--- config.mk ---
export PLATFORM = sky130hd
export DESIGN_NAME = ladder_dac_control
export DESIGN_NICKNAME = d
export VERILOG_FILES = /design/src/design/ladder_dac_control.v /design/src/design/ladder_source_switch.v /design/src/design/ladder_tap_decode.v
export VERILOG_INCLUDE_DIRS = /design/src /design/src/design
export SDC_FILE = /design/constraint.sdc
export NUM_CORES = 1
export LEC_CHECK = 0
export BUFFER_PORTS_ARGS = -buffer_cell sky130_fd_sc_hd__clkbuf_2
export CORE_MARGIN = 8
export CORE_UTILIZATION = 30
export DETAILED_ROUTE_END_ITERATION = 6
export HOLD_SLACK_MARGIN = 0.15
export REMOVE_ABC_BUFFERS = 1
export SKIP_LAST_GASP = 1
export SLEW_MARGIN = 5
export SYNTH_ARGS = -nofsm -noshare
export SYNTH_HDL_FRONTEND = slang
export SYNTH_HIERARCHICAL = 1
export SYNTH_SLANG_ARGS = --single-unit
--- constraint.sdc ---
create_clock -name pclk -period 1.6 [get_ports pclk]
set_input_delay 0.16 -clock pclk [delete_from_list [all_inputs] [get_ports pclk]]
set_output_delay 0.16 -clock pclk [all_outputs]
set_load 0.005 [all_outputs]
--- src/design/ladder_dac_regs.vh ---
// register offsets, field positions and reset values of the ladder converter
`ifndef LADDER_DAC_REGS_VH
`define LADDER_DAC_REGS_VH

`define CTRL_ZERO_OFFSET   12'h000
`define LEVEL_SEL_OFFSET   12'h004
`define STATUS_OFFSET      12'h008

`define CTRL_ZERO_RESET    8'h00
`define LEVEL_SEL_RESET    8'h00
`define CTRL_ZERO_WMASK    8'hed
`define LEVEL_SEL_WMASK    8'h1f

`define BIT_CONVERTER_ON   7
`define BIT_LOW_POWER_PICK 6
`define BIT_REF_PIN_DRIVE  5
`define POS_SEL_HI         3
`define POS_SEL_LO         2
`define BIT_NEG_SOURCE_SEL 0
`define LEVEL_HI           4

`define POS_SRC_SUPPLY     2'h0
`define POS_SRC_EXT_REF    2'h1
`define POS_SRC_FIXED_REF  2'h2

`endif

--- src/design/ladder_dac_control.v ---
// apb register file and analog switch control of the ladder converter
`timescale 1ns/100ps
`include "ladder_dac_regs.vh"
module ladder_dac_control #(
    parameter LEVEL_BITS = 5
) (
    input  wire                       pclk,
    input  wire                       presetn,
    input  wire                       psel,
    input  wire                       penable,
    input  wire                       pwrite,
    input  wire [11:0]                paddr,
    input  wire [31:0]                pwdata,
    output reg  [31:0]                prdata,
    output reg                        pready,
    output reg                        pslverr,
    input  wire                       pin_digital_in,
    input  wire                       pin_port_out,
    input  wire                       pin_port_oe_n,
    output reg                        pin_digital_read,
    output reg                        pin_out,
    output reg                        pin_oe_n,
    output reg                        ladder_run,
    output reg  [(1<<LEVEL_BITS)-1:0] ladder_tap,
    output reg  [2:0]                 top_src,
    output reg  [1:0]                 bottom_src,
    output reg                        top_connect,
    output reg                        bottom_connect,
    output reg                        clamp_top,
    output reg                        clamp_bottom,
    output reg                        ref_to_pin
);
    reg  [7:0]                  ctrl_zero_q;
    reg  [7:0]                  level_select_q;
    wire                        setup_phase;
    wire                        access;
    wire                        hit_ctrl;
    wire                        hit_level;
    wire                        hit_status;
    wire                        mapped;
    wire [(1<<LEVEL_BITS)-1:0]  tap_d;
    wire [2:0]                  top_d;
    wire [1:0]                  bottom_d;
    wire                        top_conn_d;
    wire                        bot_conn_d;
    wire                        clamp_top_d;
    wire                        clamp_bot_d;
    wire                        converter_on;
    wire                        low_power_source_pick;
    wire                        ref_pin_drive;
    wire [1:0]                  pos_source_sel;
    wire                        neg_source_sel;
    wire [4:0]                  level_code;
    reg  [31:0]                 rdata_d;

    assign converter_on          = ctrl_zero_q[`BIT_CONVERTER_ON];
    assign low_power_source_pick = ctrl_zero_q[`BIT_LOW_POWER_PICK];
    assign ref_pin_drive         = ctrl_zero_q[`BIT_REF_PIN_DRIVE];
    assign pos_source_sel = ctrl_zero_q[`POS_SEL_HI:`POS_SEL_LO];
    assign neg_source_sel = ctrl_zero_q[`BIT_NEG_SOURCE_SEL];
    assign level_code     = level_select_q[`LEVEL_HI:0];

    // slave answers one cycle after the setup cycle
    assign setup_phase = psel & ~penable;
    assign access      = psel & penable & pready;
    assign hit_ctrl    = (paddr == `CTRL_ZERO_OFFSET);
    assign hit_level   = (paddr == `LEVEL_SEL_OFFSET);
    assign hit_status  = (paddr == `STATUS_OFFSET);
    assign mapped      = hit_ctrl | hit_level | hit_status;

    always @(posedge pclk or negedge presetn) begin
        if (!presetn) begin
            pready  <= 1'b0;
            pslverr <= 1'b0;
            prdata  <= 32'h0000_0000;
        end else begin
            pready  <= setup_phase;
            pslverr <= setup_phase & ~mapped;
            prdata  <= (setup_phase & ~pwrite) ? rdata_d : 32'h0000_0000;
        end
    end

    // reset is the only thing that clears the controls; no sleep input
    always @(posedge pclk or negedge presetn) begin
        if (!presetn) begin
            ctrl_zero_q    <= `CTRL_ZERO_RESET;
            level_select_q <= `LEVEL_SEL_RESET;
        end else if (access & pwrite) begin
            if (hit_ctrl) begin
                ctrl_zero_q <= pwdata[7:0] & `CTRL_ZERO_WMASK;
            end
            if (hit_level) begin
                level_select_q <= pwdata[7:0] & `LEVEL_SEL_WMASK;
            end
        end
    end

    always @* begin
        rdata_d = 32'h0000_0000;
        if (hit_ctrl) begin
            rdata_d[7:0] = ctrl_zero_q;
        end else if (hit_level) begin
            rdata_d[7:0] = level_select_q;
        end else if (hit_status) begin
            rdata_d[7:0] = {2'h0, top_connect, bottom_connect,
                            clamp_top, clamp_bottom, ref_to_pin,
                            ladder_run};
        end
    end

    ladder_tap_decode #(
        .LEVEL_BITS (LEVEL_BITS)
    ) u_tap (
        .level_code (level_code[LEVEL_BITS-1:0]),
        .run        (converter_on),
        .tap_sel    (tap_d)
    );

    ladder_source_switch u_src (
        .converter_on          (converter_on),
        .low_power_source_pick (low_power_source_pick),
        .pos_source_sel        (pos_source_sel),
        .neg_source_sel        (neg_source_sel),
        .level_code            (level_code),
        .top_src_onehot        (top_d),
        .bottom_src_onehot     (bottom_d),
        .top_connect           (top_conn_d),
        .bottom_connect        (bot_conn_d),
        .clamp_top             (clamp_top_d),
        .clamp_bottom          (clamp_bot_d)
    );

    // analog controls registered; output = bottom + span*tap/32
    always @(posedge pclk or negedge presetn) begin
        if (!presetn) begin
            ladder_run     <= 1'b0;
            ladder_tap     <= {(1<<LEVEL_BITS){1'b0}};
            top_src        <= 3'h0;
            bottom_src     <= 2'h0;
            top_connect    <= 1'b0;
            bottom_connect <= 1'b0;
            clamp_top      <= 1'b0;
            clamp_bottom   <= 1'b0;
            ref_to_pin     <= 1'b0;
        end else begin
            ladder_run     <= converter_on;
            ladder_tap     <= tap_d;
            top_src        <= top_d;
            bottom_src     <= bottom_d;
            top_connect    <= top_conn_d;
            bottom_connect <= bot_conn_d;
            clamp_top      <= clamp_top_d;
            clamp_bottom   <= clamp_bot_d;
            ref_to_pin     <= ref_pin_drive;
        end
    end

    // pin override while the reference is routed
    always @(posedge pclk or negedge presetn) begin
        if (!presetn) begin
            pin_out          <= 1'b0;
            pin_oe_n         <= 1'b1;
            pin_digital_read <= 1'b0;
        end else if (ref_pin_drive) begin
            pin_out          <= 1'b0;
            pin_oe_n         <= 1'b1;
            pin_digital_read <= 1'b0;
        end else begin
            pin_out          <= pin_port_out;
            pin_oe_n         <= pin_port_oe_n;
            pin_digital_read <= pin_digital_in;
        end
    end
endmodule

--- src/design/ladder_source_switch.v ---
// source connect, disconnect and clamp decision for the ladder ends
`timescale 1ns/100ps
`include "ladder_dac_regs.vh"
module ladder_source_switch (
    input  wire       converter_on,
    input  wire       low_power_source_pick,
    input  wire [1:0] pos_source_sel,
    input  wire       neg_source_sel,
    input  wire [4:0] level_code,
    output wire [2:0] top_src_onehot,
    output wire [1:0] bottom_src_onehot,
    output wire       top_connect,
    output wire       bottom_connect,
    output wire       clamp_top,
    output wire       clamp_bottom
);
    // while the converter is off one end of the ladder is dropped; low power pick set drops the bottom, clear drops the top
    assign bottom_connect = converter_on | ~low_power_source_pick;
    assign top_connect    = converter_on | low_power_source_pick;
    assign clamp_top    = ~converter_on & low_power_source_pick
                        & (&level_code);
    assign clamp_bottom = ~converter_on & ~low_power_source_pick
                        & ~(|level_code);
    // reserved positive select code picks no source
    assign top_src_onehot = {pos_source_sel == `POS_SRC_FIXED_REF,
                             pos_source_sel == `POS_SRC_EXT_REF,
                             pos_source_sel == `POS_SRC_SUPPLY};
    assign bottom_src_onehot = {neg_source_sel, ~neg_source_sel};
endmodule

--- src/design/ladder_tap_decode.v ---
// one-hot ladder tap select from the level code while run is high, no tap selected while run is low
`timescale 1ns/100ps
module ladder_tap_decode #(
    parameter LEVEL_BITS = 5
) (
    input  wire [LEVEL_BITS-1:0]      level_code,
    input  wire                       run,
    output reg  [(1<<LEVEL_BITS)-1:0] tap_sel
);
    integer i;
    always @* begin
        tap_sel = {(1<<LEVEL_BITS){1'b0}};
        for (i = 0; i < (1 << LEVEL_BITS); i = i + 1) begin
            if (run && (level_code == i[LEVEL_BITS-1:0])) begin
                tap_sel[i] = 1'b1;
            end
        end
    end
endmodule

Word level (Yosys, flattened, before mapping)
Cells that the tools add are included.
{"block": "totals", "out_inout_bits": 80, "ff_bits": 67, "in_bits": 52, "elab_cells": 151}
{"block": "classes", "n_mux": 39, "n_reduce_logical": 39, "n_eq_ne": 35, "bitwise_logic": 21}
{"operator": "$eq A5 B5 Y1 const B", "count": 16}
{"operator": "$eq A5 B4 Y1 const B", "count": 8}
{"operator": "$mux W1", "count": 35}
{"operator": "$logic_and A1 B1 Y1", "count": 32}
{"operator": "$eq A5 B3 Y1 const B", "count": 4}
{"operator": "$mux W8", "count": 2}
{"operator": "$eq A12 B3 Y1 const B", "count": 1}
{"operator": "$eq A12 B4 Y1 const B", "count": 1}
{"operator": "$logic_not A12 Y1", "count": 1}
{"operator": "$mux W6", "count": 2}
{"operator": "$and A1 B1 Y1", "count": 10}
{"operator": "$eq A5 B2 Y1 const B", "count": 2}
{"operator": "$not A1 Y1", "count": 7}
{"operator": "$eq A5 B1 Y1 const B", "count": 1}
{"operator": "$logic_not A5 Y1", "count": 1}
{"operator": "$reduce_and A5 Y1", "count": 1}
{"operator": "$reduce_or A5 Y1", "count": 1}
{"operator": "$or A1 B1 Y1", "count": 4}
{"operator": "$reduce_and A2 Y1", "count": 2}
{"operator": "$eq A2 B1 Y1 const B", "count": 1}
{"operator": "$eq A2 B2 Y1 const B", "count": 1}
{"operator": "$logic_not A2 Y1", "count": 1}

Depth between registers and ports, before layout
{"block": "depth", "depth_word": 5, "ltp_mapped": 4, "depth_no_buf": 3}

Cells and area by module
Netlist, hierarchy kept.
{"module": "ladder_dac_control", "cells_each": 150, "instances": 1, "area_per_inst_um2": 2297.2, "seq_area_each_um2": 1677.9}
{"module": "ladder_tap_decode", "cells_each": 47, "instances": 1, "area_per_inst_um2": 234.0, "seq_area_each_um2": 0.0}
{"module": "ladder_source_switch", "cells_each": 12, "instances": 1, "area_per_inst_um2": 75.1, "seq_area_each_um2": 0.0}

Least setup slack after synthesis
Ideal clock, no wire load.
{"block": "synth_timing", "path_type": "input -> register", "from": "in paddr[5]", "to": "reg level_select_q[0]", "path_buffers": 1, "t_required_ns": 1.475, "setup_slack_ns": 0.132, "path_stages": 4, "arrival_time_ns": 1.343, "setup_ns": 0.125, "path_cell_list": "nor4_2 and4_1 buf_2 mux2_2"}
{"block": "synth_between", "elab_chain_cells": 2}
{"item": "start, declared", "line_no": "ladder_dac_control.v:12", "text": "input wire [11:0] paddr,"}
{"item": "$eq A12 B3 Y1 (no source line)"}
{"item": "$reduce_and A2 Y1 (no source line)"}
{"item": "end signal, assigned", "line_no": "ladder_dac_control.v:87", "text": "level_select_q <= `LEVEL_SEL_RESET;"}
{"item": "end signal, assigned", "line_no": "ladder_dac_control.v:93", "text": "level_select_q <= pwdata[7:0] & `LEVEL_SEL_WMASK;"}
{"item": "end, declared", "line_no": "ladder_dac_control.v:34", "text": "reg [7:0] level_select_q;"}
Every way passes these cells.
A chain may end at the register's enable or synchronous reset.

Final worst setup path
{"block": "layout_timing", "from": "reg pready", "to": "reg level_select_q[1]"}
{"block": "layout_between", "elab_chain_cells": 3}
{"item": "start, declared", "line_no": "ladder_dac_control.v:15", "text": "output reg pready,"}
{"item": "start signal, assigned", "line_no": "ladder_dac_control.v:77", "text": "pready <= setup_phase;"}
{"item": "$and A1 B1 Y1", "line_no": "ladder_dac_control.v:65", "text": "assign access = psel & penable & pready;"}
{"item": "$and A1 B1 Y1", "line_no": "ladder_dac_control.v:88", "text": "end else if (access & pwrite) begin"}
{"item": "$reduce_and A2 Y1 (no source line)"}
Every way passes these cells.

==> run metrics <==
status=completed; fraction of registers with async set or reset after synthesis=100%; metal1 wirelength=2.78 mm; post-synthesis cell count=about 210; cell with the biggest individual delay on the critical path=and4_1; kind of path behind the tightest hold check=input port to flip-flop; Worst Path Buf+Inv=0; clock root buffer master=clkbuf_8; pwr dens=between 900 and 1000 mW/mm^2; antenna violations before repair=0; number of flip-flops and latches in the synthesized netlist=67; Register Area=approximately 0.0017 mm^2; vias in the first global route=between 2000 and 2500; Max Fanout on Critical Path=5; Port Buffers=just over 80; largest net degree at the start of global routing=31; average instance area after synthesis=~12 um^2; overall fraction of global-route tracks in use=between 10 and 15%; final count of negative-setup-slack endpoints=0; sequential area share after synthesis=between 60% and 70%; Area Growth Syn to Fin=34.4%; max_slew headroom=between 60% and 70%; number of violations reported at the end of detailed-routing iteration 0=83; shortest clock period the worst path allows after layout=roughly 1.5 ns; worst path required time=1.82 ns; Die Ht=approximately 110 um; most frequent cells in the layout=clkbuf_2, dfrtp_1, nor2_1, conb_1, dlygate4sd3_1; CTS clk-pin slew, worst paths=0.07 ns; filler instances=between 800 and 900; number of nets in the finished design=376; crit share post-route=a little over nine tenths; Routed wire per std cell=14.9 um; Post CTS Setup Buffer Count=0; cell-by-cell listing of the critical path=and4_1 -> and4_1 -> mux2_2; Arr. time, crit path=around 1.7 ns; final non-filler cell area=roughly 0.0035 mm^2; cell occurring most often along the worst timing path=and4_1; total vias in the final route=between 1500 and 2000; DIE WIDTH=109 um; Mapped Area=between 0.002 and 0.003 mm^2; Unique masters post-synth=30; worst setup slack before clock tree synthesis=-0.118 ns; critical setup path kind=flip-flop to flip-flop; Clock Path Buffers=2; count of flip-flops with a built-in enable after synthesis=0; sort of element at the end of the critical path=flip-flop; number of nets with antenna violations after routing=0; Met3 Wirelength=approximately 580 um; highest metal layer with signal wires=met4; Resize count post-CTS=0; leakage power=~1.8 nW; max-slew violation count=0; Final Hold Violating Endpoints=0; number of levels the H-tree was split into=3; highest attainable clock frequency=roughly 0.67 GHz; Peak supply drop=approximately 290 uV; placed standard-cell area=roughly 0.0031 mm^2; starting density of the core=~30%; total negative slack=0 ns; fraction of layout cells with a size suffix above 1=between 40% and 50%; launching element type of the critical path=flip-flop; number of warning messages in the yosys log=6; final setup slack of the worst path=0.102 ns; RSZ-0062 raised after global routing=false; Clock Sinks=between 60 and 70; setup clock skew after layout=between 0.007 and 0.008 ns; prevailing post-synth register cell=dfrtp_1; max-capacitance violation count=0; detailed-routed wire length on met2=between 3 and 4 mm; via/cell ratio=4.13; commonest non-fill, non-tap cell in the layout=clkbuf_2; number of rows created at floorplan=34; kind of cell adding the most delay to the critical path=simple AND/OR/NAND/NOR gates; die area=0.0119 mm^2; Multi-input gate area=about 790 um^2; first-pass GRT wire length=~10 mm; post-detailed-route DRC marker count=0; overall overflow remaining after global route=0; CTS tree=built; routability cong.=approximately 0.75; area of the core region=around 0.0086 mm^2; delay of the slowest critical-path stage=roughly 0.39 ns; final WL=roughly 6.5 mm; measured slew at the worst slew-check pin=0.495 ns; clk_lat worst skew=around 0.34 ns; detailed-routing iteration count for the pre-antenna-repair pass=4; number of buffers inserted during clock tree synthesis=9; number of placed I/O pins=about 130; ant diodes=0; placed wire-length estimate after detailed placement=5.02 mm; hold bufs inserted after CTS=16
-- area by class of cell --
class | count | share of cell area, %
flip-flops and latches | 67 | 47.9
multi-input cells | 130 | 22.5
repair buffers | 112 | 19.6
clock buffers | 10 | 3.93
well taps | 108 | 3.86
clock inverters | 6 | 1.86
inverters | 4 | 0.429
-- synthesized netlist by cell type (2+ instances only) --
master	number	share of area, %
nand2_1	4	0.58
buf_4	25	7.2
clkbuf_1	4	0.58
nand4b_1	3	1.0
a22oi_1	2	0.58
nor3_1	7	1.3
nor2b_1	9	2.2
and4_1	3	1.0
buf_2	2	0.38
nand3_1	2	0.38
nor2_1	38	5.5
nand4_1	2	0.48
dfrtp_1	66	63
or2_2	3	0.72
nand4bb_1	3	1.3
nand2b_1	6	1.4
inv_1	4	0.58
a2111oi_0	3	1.0
mux2_2	11	4.8
nor4_2	2	0.96
-- worst paths after layout --
| check | to | depth (start not counted) | startpoint | slack (ns) |
|---|---|---|---|---|
| setup reg to reg | level_select_q[1]$_DFFE_PN0P_ | 3 | pready$_DFF_PN0_ | 0.10 |
| hold / removal | prdata[5]$_DFF_PN0_ | 3 | paddr[2] | 0.17 |
| hold reg to reg | bottom_src[1]$_DFF_PN0_ | 0 | ctrl_zero_q[0]$_DFFE_PN0P_ | 0.45 |
| min in group asynchronous | top_src[0]$_DFF_PN0_ | 2 | presetn | 0.30 |
| setup / recovery | level_select_q[1]$_DFFE_PN0P_ | 3 | pready$_DFF_PN0_ | 0.10 |
| max in group asynchronous | ladder_tap[3]$_DFF_PN0_ | 3 | presetn | 0.75 |
-- where the power goes --
| part | switching (mW) | internal [mW] |
|---|---|---|
| sequential | 0.00223 | 1.70 |
| combinational | 0.0910 | 0.0799 |
| clock | 0.623 | 0.761 |
| total | 0.716 | 2.54 |
-- worst register-to-register path, cell delays in order, from the launching register on --
cell and delay (ns):
dfrtp_1 0.36, and4_1 0.27, and4_1 0.39, mux2_2 0.38
-- flip-flops by register name, indices dropped and copies added, names as in the netlist --
signal	count
pin_out	1
ref_to_pin	1
ladder_run	1
ladder_tap	32
pslverr	1
clamp_top	1
clamp_bottom	1
prdata	8
pin_oe_n	1
ctrl_zero_q	6
top_connect	1
top_src	3
bottom_connect	1
pready	1
level_select_q	5
pin_digital_read	1
bottom_src	2
-- metrics by stage --
step	util, %	hold slack, ns	power, mW	cells
after floorplan	-	-0.136	1.77	201
final	40.8	0.169	3.26	437
after CTS	40.8	0.152	3.31	437
after detailed placement	36.5	0.129	1.88	405
after global placement	36.5	0.125	1.87	405
after global routing	40.8	0.169	3.39	437
-- per-layer routing --
layer,vias up,GRT usage [%]
li1,881,-
met1,851,13.1
met2,64,18.5
met3,8,4.85
met4,0,5.59
met5,-,0
-- logic make-up after synthesis --
kind of cell           synth area share (%)
AO/OA/AOI/OAI                          1.58
AND/OR/NAND/NOR                        20.0
other                                 0.144
flip-flops                             64.4
buffers and inverters                  8.74
multiplexers                           5.14
Note: power is estimated with default switching activity, not from simulation.
